**src/hw/mas_defines.svh**
```systemverilog
// offsets, field positions, reset values and sizes for the address sequencer
`ifndef MAS_DEFINES_SVH
`define MAS_DEFINES_SVH

`define MAS_AW              12
`define MAS_STACK_WORDS     9
`define MAS_STACK_FULL      4'h9
`define MAS_STACK_TOP_IDX   4'h8

`define MAS_OFS_CTRL        4'h0
`define MAS_OFS_STATUS      4'h4
`define MAS_OFS_LOOP        4'h8

`define MAS_CTRL_HIZ_BIT    0
`define MAS_STATUS_SP_LSB   0
`define MAS_STATUS_FULL_BIT 4
`define MAS_STATUS_Y_LSB    16
`define MAS_LOOP_CNT_LSB    0
`define MAS_LOOP_PC_LSB     16

`define MAS_CTRL_HIZ_RST    1'h0
`define MAS_WAIT_RST        1'h1

`endif

```
**src/hw/mas_pkg.sv**
```systemverilog
// types shared by the address sequencer
package mas_pkg;

    typedef enum logic [2:0] {
        SRC_CNT,
        SRC_D,
        SRC_PC,
        SRC_TOS,
        SRC_ZERO
    } mas_src_t;

    typedef enum logic [1:0] {
        STK_HOLD,
        STK_PUSH,
        STK_POP,
        STK_CLEAR
    } mas_stk_t;

    typedef enum logic [1:0] {
        CNT_HOLD,
        CNT_DEC,
        CNT_LOAD
    } mas_cnt_t;

    typedef enum logic [1:0] {
        EN_PIPE,
        EN_MAP,
        EN_THIRD
    } mas_en_t;

    typedef struct packed {
        logic [11:0]       pc;
        logic [11:0]       cnt;
        logic [3:0]        sp;
        logic [8:0][11:0]  stk;
        logic [11:0]       y;
        logic              y_oe;
        logic              pipe_n;
        logic              map_n;
        logic              third_n;
        logic              full_n;
        logic              force_hiz;
        logic              wait_r;
        logic [31:0]       rdata;
    } mas_state_t;

endpackage

```
**src/hw/mas_sequencer.sv**
```systemverilog
// microprogram address sequencer with avalon status and control slave
//
// Implementation choices: the address map and the Avalon-MM interface to the registers.
`timescale 1ns/1ps
`include "mas_defines.svh"

module mas_sequencer
    import mas_pkg::*;
(
    input  wire logic        clk_in,
    input  wire logic        rst_n_in,
    input  wire logic [3:0]  instr_in,
    input  wire logic        cond_test_n_in,
    input  wire logic        cond_gate_n_in,
    input  wire logic        incr_carry_in,
    input  wire logic        count_load_n_in,
    input  wire logic        addr_en_n_in,
    input  wire logic [11:0] branch_in,
    output logic [11:0]      next_addr_out,
    output logic             next_addr_oe_out,
    output logic             pipe_src_oe_n_out,
    output logic             map_src_oe_n_out,
    output logic             third_src_oe_n_out,
    output logic             stack_full_n_out,
    input  wire logic [3:0]  avs_address_in,
    input  wire logic        avs_read_in,
    input  wire logic        avs_write_in,
    input  wire logic [31:0] avs_writedata_in,
    input  wire logic [3:0]  avs_byteenable_in,
    output logic [31:0]      avs_readdata_out,
    output logic             avs_waitrequest_out
);

    // top of stack; an empty stack reads as zero rather than stale data
    function automatic logic [11:0] mas_tos(input logic [8:0][11:0] s, input logic [3:0] p);
        logic [3:0] i;
        i = p - 4'h1;
        if (p == 4'h0) begin
            return 12'h000;
        end
        return s[i];
    endfunction

    mas_state_t st_q;
    mas_state_t st_d;
    mas_src_t   src;
    mas_stk_t   sop;
    mas_cnt_t   cop;
    mas_en_t    en;
    logic       fail;
    logic       cz;
    logic [11:0] y;
    logic [3:0]  wr_idx;
    logic        req;

    assign fail = !cond_gate_n_in && cond_test_n_in;
    assign cz   = (st_q.cnt == 12'h000);
    assign req  = avs_read_in || avs_write_in;

    always_comb begin
        st_d   = st_q;
        src    = SRC_PC;
        sop    = STK_HOLD;
        cop    = CNT_HOLD;
        en     = EN_PIPE;
        wr_idx = 4'h0;
        // instruction decode
        case (instr_in)
            4'h0: begin
                src = SRC_ZERO;
                sop = STK_CLEAR;
            end
            4'h1: begin
                src = fail ? SRC_PC : SRC_D;
                sop = fail ? STK_HOLD : STK_PUSH;
            end
            4'h2: begin
                src = SRC_D;
                en  = EN_MAP;
            end
            4'h3: begin
                src = fail ? SRC_PC : SRC_D;
            end
            4'h4: begin
                src = SRC_PC;
                sop = STK_PUSH;
                cop = fail ? CNT_HOLD : CNT_LOAD;
            end
            4'h5: begin
                src = fail ? SRC_CNT : SRC_D;
                sop = STK_PUSH;
            end
            4'h6: begin
                src = fail ? SRC_PC : SRC_D;
                en  = EN_THIRD;
            end
            4'h7: begin
                src = fail ? SRC_CNT : SRC_D;
            end
            4'h8: begin
                src = cz ? SRC_PC : SRC_TOS;
                sop = cz ? STK_POP : STK_HOLD;
                cop = cz ? CNT_HOLD : CNT_DEC;
            end
            4'h9: begin
                src = cz ? SRC_PC : SRC_D;
                cop = cz ? CNT_HOLD : CNT_DEC;
            end
            4'hA: begin
                src = fail ? SRC_PC : SRC_TOS;
                sop = fail ? STK_HOLD : STK_POP;
            end
            4'hB: begin
                src = fail ? SRC_PC : SRC_D;
                sop = fail ? STK_HOLD : STK_POP;
            end
            4'hC: begin
                cop = CNT_LOAD;
            end
            4'hD: begin
                src = fail ? SRC_TOS : SRC_PC;
                sop = fail ? STK_HOLD : STK_POP;
            end
            4'hE: begin
                src = SRC_PC;
            end
            default: begin
                // three-way branch on counter and condition
                if (!cz) begin
                    src = fail ? SRC_TOS : SRC_PC;
                    sop = fail ? STK_HOLD : STK_POP;
                    cop = CNT_DEC;
                end else begin
                    src = fail ? SRC_D : SRC_PC;
                    sop = STK_POP;
                end
            end
        endcase

        // five-way address selector: counter, branch input, top of stack, zero, or sequence counter
        case (src)
            SRC_CNT:  y = st_q.cnt;
            SRC_D:    y = branch_in;
            SRC_TOS:  y = mas_tos(st_q.stk, st_q.sp);
            SRC_ZERO: y = 12'h000;
            default:  y = st_q.pc;
        endcase

        st_d.pc = y + {11'h000, incr_carry_in};

        // count load wins over the instruction's own action
        if (!count_load_n_in) begin
            st_d.cnt = branch_in;
        end else begin
            case (cop)
                CNT_DEC:  st_d.cnt = st_q.cnt - 12'h001;
                CNT_LOAD: st_d.cnt = branch_in;
                default:  st_d.cnt = st_q.cnt;
            endcase
        end

        // return linkage is always the sequence counter
        case (sop)
            STK_PUSH: begin
                if (st_q.sp == `MAS_STACK_FULL) begin
                    wr_idx = `MAS_STACK_TOP_IDX;
                end else begin
                    wr_idx  = st_q.sp;
                    st_d.sp = st_q.sp + 4'h1;
                end
                st_d.stk[wr_idx] = st_q.pc;
            end
            STK_POP: begin
                if (st_q.sp != 4'h0) begin
                    st_d.sp = st_q.sp - 4'h1;
                end // empty stays at zero
            end
            STK_CLEAR: st_d.sp = 4'h0;
            default: st_d.sp = st_q.sp;
        endcase

        // outputs are registered, so they show the previous decode
        st_d.full_n = (st_d.sp != `MAS_STACK_FULL);
        st_d.y      = y;
        st_d.y_oe   = !(addr_en_n_in || st_q.force_hiz);
        st_d.pipe_n  = (en != EN_PIPE);
        st_d.map_n   = (en != EN_MAP);
        st_d.third_n = (en != EN_THIRD);

        // bus slave: one wait cycle, then a single answer cycle
        st_d.wait_r = `MAS_WAIT_RST;
        if (req && st_q.wait_r) begin
            st_d.wait_r = 1'b0;
            case (avs_address_in)
                `MAS_OFS_CTRL: begin
                    st_d.rdata = 32'h0000_0000;
                    st_d.rdata[`MAS_CTRL_HIZ_BIT] = st_q.force_hiz;
                end
                `MAS_OFS_STATUS: begin
                    st_d.rdata = 32'h0000_0000;
                    st_d.rdata[`MAS_STATUS_SP_LSB +: 4]  = st_q.sp;
                    st_d.rdata[`MAS_STATUS_FULL_BIT]     = !st_q.full_n;
                    st_d.rdata[`MAS_STATUS_Y_LSB +: 12]  = st_q.y;
                end
                `MAS_OFS_LOOP: begin
                    st_d.rdata = 32'h0000_0000;
                    st_d.rdata[`MAS_LOOP_CNT_LSB +: 12] = st_q.cnt;
                    st_d.rdata[`MAS_LOOP_PC_LSB +: 12]  = st_q.pc;
                end
                default: st_d.rdata = 32'h0000_0000;
            endcase
        end
        // a write lands at the edge where waitrequest is seen low
        if (avs_write_in && !st_q.wait_r && avs_address_in == `MAS_OFS_CTRL && avs_byteenable_in[0]) begin
            st_d.force_hiz = avs_writedata_in[`MAS_CTRL_HIZ_BIT];
        end
    end

    always_ff @(posedge clk_in) begin
        if (!rst_n_in) begin
            st_q           <= '0;
            st_q.full_n    <= 1'b1;
            st_q.map_n     <= 1'b1;
            st_q.third_n   <= 1'b1;
            st_q.force_hiz <= `MAS_CTRL_HIZ_RST;
            st_q.wait_r    <= `MAS_WAIT_RST;
        end else begin
            st_q <= st_d;
        end
    end

    assign next_addr_out       = st_q.y;
    assign next_addr_oe_out    = st_q.y_oe;
    assign pipe_src_oe_n_out   = st_q.pipe_n;
    assign map_src_oe_n_out    = st_q.map_n;
    assign third_src_oe_n_out  = st_q.third_n;
    assign stack_full_n_out    = st_q.full_n;
    assign avs_readdata_out    = st_q.rdata;
    assign avs_waitrequest_out = st_q.wait_r;
endmodule

```
**config.mk**
```make
export PLATFORM = sky130hd
export DESIGN_NAME = mas_sequencer
export DESIGN_NICKNAME = d
export VERILOG_FILES = /design/src/hw/mas_pkg.sv /design/src/hw/mas_sequencer.sv
export VERILOG_INCLUDE_DIRS = /design/src /design/src/hw
export SDC_FILE = /design/constraint.sdc
export NUM_CORES = 1
export LEC_CHECK = 0
export BUFFER_PORTS_ARGS = -buffer_cell sky130_fd_sc_hd__buf_2
export CELL_PAD_IN_SITES_DETAIL_PLACEMENT = 0
export CELL_PAD_IN_SITES_GLOBAL_PLACEMENT = 2
export CORE_MARGIN = 5
export CORE_UTILIZATION = 32
export CTS_CLUSTER_DIAMETER = 30
export DETAILED_ROUTE_END_ITERATION = 12
export PLACE_DENSITY = 0.73
export SYNTH_ARGS = -nofsm -noshare
export SYNTH_HDL_FRONTEND = slang
export SYNTH_SLANG_ARGS = --single-unit
```
**constraint.sdc**
```tcl
create_clock -name clk_in -period 4.3 [get_ports clk_in]
set_input_delay 0.86 -clock clk_in [delete_from_list [all_inputs] [get_ports clk_in]]
set_output_delay 0.86 -clock clk_in [all_outputs]
set_load 0.02 [all_outputs]
```
* Word level (Yosys, flattened, before mapping) *
Index checks and enable logic that the tools add are counted.

word-level totals
  bits of input ports = 65
  output and inout bits = 50
  logic and storage cells = 119
  flip-flop bits (word level) = 187

cells by class
  $lt $le $gt $ge = 3
  add/sub/neg operators = 4
  mux-type cells = 36
  reductions and logical operators = 26
  equal/unequal tests = 29

operator list
  kind                                                                           number
  108-bit bitwise mux                                                            1
  28-bit case mux with 3 select lines                                            1
  12-bit 2-to-1 mux                                                              5
  12-bit binary-select mux with 4-bit select                                     1
  12-bit demux with 4-bit select                                                 1
  12-bit case mux with 4 select lines                                            1
  4-bit == test (second input constant)                                          9
  33-bit 2-to-1 mux                                                              1
  3-bit case mux with 9 select lines                                             1
  12-bit case mux with 2 select lines                                            1
  4-bit by 3-bit == test with 1-bit output (second input constant)               5
  4-bit 2-to-1 mux                                                               4
  2-bit 2-to-1 mux                                                               7
  12-bit by 1-bit adder with 12-bit output                                       1
  12-bit logical NOT                                                             1
  4-bit logical NOT                                                              3
  2-bit case mux with 6 select lines                                             1
  4-bit case mux with 3 select lines                                             1
  12-bit by 1-bit subtractor with 12-bit output (second input constant)          1
  11-bit OR reduction                                                            1
  4-bit by 5-bit less-than comparator with 1-bit output (second input constant)  2
  4-bit by 2-bit == test with 1-bit output (second input constant)               2
  1-bit 2-to-1 mux                                                               8
  7-bit OR reduction                                                             1
  24 further kinds                                                               38

* Logic depth before layout (Yosys ltp) *
  word-level depth = 12
  depth in mapped cells = 18
  depth with buffers taken out = 16

* Worst setup path after synthesis *
No wires, ideal clock.

  path kind = register to register
  from = register st_q[159] in the netlist's numbering
  to = register st_q[183] in the netlist's numbering
  buffers on the path = 3
  slack = -66 ps
  stages on the path, launching flop included = 19
  arrival time = 4,243 ps
  library setup time = 123 ps
  clock period less this slack = 4,366 ps
  data required time = 4,177 ps
  path through = dfxtp_1 > clkbuf_1 > buf_2 > clkinv_1 > ha_1 > xnor2_1 > and4_1 > clkbuf_1 > nand2_1 > o21ai_0 > a221oi_1 > a21oi_1 > ha_1 > ha_1 > inv_1 > a211oi_1 > nand4_1 > nor3b_1 > mux2_1

RTL lines
  element                   RTL line              source
  start: declaration        mas_sequencer.sv:44   mas_state_t st_q;
  start signal: assignment  mas_sequencer.sv:228  st_q <= st_d;

==> impl_metrics.py <==
metrics = {
    "sta": {
        "max_freq_ghz": 0.263,
        "slew_viol_final": 0,
        "tightest_slew_ps": 954,
        "grt_setup_unrepaired": "false",
        "final-setup-viol-count": 0,
        "finalCritPeriodShare_pct": 88.6,
        "skew_ps": 20.9,
        "hold_viol": 0,
        "relSlewSlack_pct": 36.4,
        "final.setup.tns_ps": 0,
        "fin_crit_ps": 3810,
        "layout_setup_ws_ps": 492,
    },
    "grt": {
        "antenna_found_initial": 0,
        "grt_pass1_vias": 7075,
        "gr-total-overflow": 0,
        "grt_max_degree": 66,
        "grt_usage_pct": 17.0,
        "grt_pass1_wl_mm": 41.8,
    },
    "floorplanning": {
        "floorplan.initialDensity_pct": 32.2,
        "die_x_um": 176,
        "row_count": 61,
        "ios": 115,
        "core_area_um2": 27600,
        "die_h_um": 176,
        "fp.dieArea_um2": 31100,
    },
    "drt": {
        "drtIter0Drc": 379,
        "drt_pass1_iterations": 4,
        "routedWlPerCell_um": 18.5,
        "wl_mm": 26.6,
        "drc": 0,
        "vias": 7378,
        "postRouteAntennaNets": 0,
        "via_per_inst": 5.15,
    },
    "synth": {
        "yosys.area_share.simple_pct": 20.8,
        "synth-seq-cells": 179,
        "syn_area_per_cell_um2": 8.51,
        "synth-xor-area-share_pct": 1.58,
        "synth_top_family_by_area": "simple AND/OR/NAND/NOR gates",
        "synth.distinct_cells": 62,
        "synth_compound_area_share_pct": 14.4,
        "synth_edf_count": 0,
        "syn_area_um2": 8860,
        "synth_mux_area_share_pct": 12.8,
        "yosys_most_used_dff": "dfxtp_1",
        "syn_inst": 1042,
        "synthAdderAreaFrac_pct": 1.41,
        "async_flop_share_pct": 0,
        "yosysSeqAreaShare_pct": 40.4,
        "yosys_warnings": 0,
    },
    "setup_path": {
        "worst_setup_path_end_kind": "flop",
        "worst-setup-path-type": "reg2reg",
        "r2r_start": "st_q[169]$_SDFFE_PN0P_",
        "rrSetupSlack_ps": 490,
        "rr_worst_depth": 13,
        "worstSetupStartpointType": "flop",
        "worstPathArrival_ps": 4130,
        "timing.rr.end": "st_q[183]$_SDFF_PN0_",
        "crit_fanout": 6,
        "critPathSlowestCell": "or4_4",
        "crit_chain": "or4_4, and4bb_2, and4_1, or2_1, a221oi_1, a21oi_1, ha_1, ha_1, inv_1, a211oi_1, nand4_1, nor3b_1, mux2_1",
        "cp_common_cell": "ha_1",
        "required_ps": 4630,
        "cp_slowest_stage_delay_ps": 530,
    },
    "power_and_ir_drop": {
        "peakVddDrop_mv": 0.254,
        "internal_power_mw": 2.84,
        "p_switching_mw": 1.30,
        "p_leak_nw": 3.87,
        "combPwrFrac_pct": 15.2,
        "seq_power_share_pct": 43.3,
        "clockPowerShare_pct": 41.4,
        "powerDensity_nw_per_um2": 415,
        "p_sw_share_pct": 31.4,
    },
    "flow_run": {
        "drv_cap": 0,
    },
    "clock_tree": {
        "cts_resized": 0,
        "cts_tree": "done",
        "htreeDepth": 4,
        "cts.sinks": 179,
        "cts_hold_buf": 0,
        "cts_inserted_buffers": 17,
        "postCtsSetupRepairBufs": 0,
        "insertion_delay_ps": 440,
        "clk_pin_slew_ps": 80,
        "cts_root_buf": "clkbuf_16",
        "clockBufferDepth": 2,
    },
    "placement": {
        "gp_congestion": 0.834,
        "io_buffer_count": 72,
        "dp.cells": 1402,
        "dpl_worst_slack_ps": 216,
        "hpwlAfterDp_mm": 18.1,
    },
    "worst_hold_path": {
        "whs_endpoint": "st_q[76]$_SDFFE_PN0P_",
        "holdCritPathClass": "reg2reg",
        "hp-start": "st_q[76]$_SDFFE_PN0P_",
        "holdPathStages": 2,
    },
    "cells_and_area": {
        "regMostFlops": "st_q",
        "largest_reg_flops": 137,
        "final_util_pct": 36.3,
        "fillers": 2848,
        "syn_to_final_growth_pct": 12.8,
        "instances_no_fill": 1434,
        "layout-drive-gt1-share_pct": 17.0,
        "n_antenna_cell": 0,
        "fin_nets": 1118,
    },
    "status": {
        "status": "complete, no violations",
    },
}
==> per-layer routing <==
layer | part of all wire [%] | global-route usage [%] | wire, um | vias to the layer above
li1 | - | - | - | 3600
met1 | 47 | 23.4 | 12600 | 3614
met2 | 47 | 27.9 | 12600 | 136
met3 | 3.7 | 2.40 | 980 | 28
met4 | 1.7 | 4.74 | 464 | 0
met5 | 0 | 0 | 0 | -
==> worst max-delay path: cells and delay by family, from the launching register on <==
family	cells	cell delay (ps)
AOI/OAI and AO/OA	3	480
adders and majority gates	2	420
buffers and inverters	1	70
DFF	1	380
muxes	1	330
and+or+nand+nor	6	1990
==> cells by family after synthesis <==
family          Yosys count
fa+ha+maj                10
mux                      82
flops                   179
other cells               1
compound gates          210
simple gates            401
xor+xnor                 16
buf+inv                 143
==> placed cells by master, fill, tap and decap left out, types with 8 or more instances in the layout <==
master and n:
dfxtp_1 179, nor2_1 127, nand2_1 110, a21oi_1 104, nand3_1 78, buf_2 72
mux2i_1 51, buf_4 33, o21ai_0 26, a22oi_1 25, mux4_2 24, and2_1 17
clkbuf_16 17, and3_1 12, nor3_1 12, xnor2_1 12, a211oi_1 11, ha_1 10
nor2b_1 8, inv_1 8, conb_1 8
==> power by group through the flow <==
stage               clock (mW)  combinational [mW]  sequential (mW)
global placement             0               0.638             1.83
finish                    1.72               0.631             1.80
CTS                       1.76               0.637             1.79
global route              1.82               0.690             1.80
detailed placement           0               0.635             1.83
floorplan                    0               0.476             1.77
==> how the worst max path moves through the flow <==
stage                      startpoint                   end  slack (ps)  depth (start not counted)
6_report       st_q[169]$_SDFFE_PN0P_  st_q[183]$_SDFF_PN0_         490                         13
5_1_grt        st_q[169]$_SDFFE_PN0P_  st_q[183]$_SDFF_PN0_         160                         13
4_1_cts        st_q[169]$_SDFFE_PN0P_  st_q[183]$_SDFF_PN0_         500                         13
3_5_place_dp           cond_test_n_in  st_q[183]$_SDFF_PN0_         220                         16
3_3_place_gp           cond_test_n_in  st_q[183]$_SDFF_PN0_         240                         16
2_1_floorplan    st_q[159]$_SDFF_PN0_  st_q[183]$_SDFF_PN0_         140                         18
==> synthesized netlist by cell type (3+ instances only) <==
master / number / area, um2
xnor2_1: 13 / 114
nor2b_1: 8 / 50.1
mux4_2: 24 / 541
nand2b_1: 4 / 25.0
nor3b_1: 6 / 45.0
a221o_1: 3 / 30.0
a31oi_1: 7 / 43.8
nor3_1: 12 / 60.1
and4_1: 3 / 26.3
o32ai_1: 3 / 26.3
buf_6: 4 / 45.0
and3_1: 12 / 75.1
buf_1: 8 / 30.0
nand2_1: 110 / 413
o21ai_0: 26 / 130
inv_1: 8 / 30.0
a21o_1: 3 / 22.5
mux2_1: 3 / 33.8
dfxtp_1: 179 / 3580
a21oi_1: 104 / 521
mux2_2: 3 / 33.8
and2_1: 17 / 106
a211o_1: 3 / 26.3
buf_2: 17 / 85.1
clkbuf_1: 60 / 225
a211oi_1: 11 / 82.6
a221oi_1: 4 / 35.0
o21ai_1: 3 / 15.0
a21boi_0: 3 / 22.5
a22oi_1: 25 / 188
ha_1: 10 / 125
buf_4: 44 / 330
or3_1: 6 / 37.5
nand4_1: 5 / 31.3
mux2i_1: 51 / 510
nand3_1: 78 / 390
xor2_1: 3 / 26.3
nor2_1: 128 / 480
==> stage by stage <==
| step | cell area (um2) | hold WS [ps] | power (mW) |
|---|---|---|---|
| 2_1_floorplan | 8900 | 419 | 2.25 |
| 3_5_place_dp | 9340 | 444 | 2.47 |
| 3_3_place_gp | 9340 | 438 | 2.47 |
| 5_1_grt | 9990 | 468 | 4.31 |
| 6_report | 9990 | 454 | 4.14 |
| 4_1_cts | 9990 | 455 | 4.20 |
==> cell type report <==
type,count,area (um2),share of cell area [%]
clock buffer,17,425,4.26
clock inverter,15,231,2.32
inverter,10,40.0,0.401
multi-input combinational,727,4570,45.8
sequential,179,3580,35.9
tap,378,473,4.73
timing repair buffer,108,668,6.69
Power figures use the tool's default switching activity.
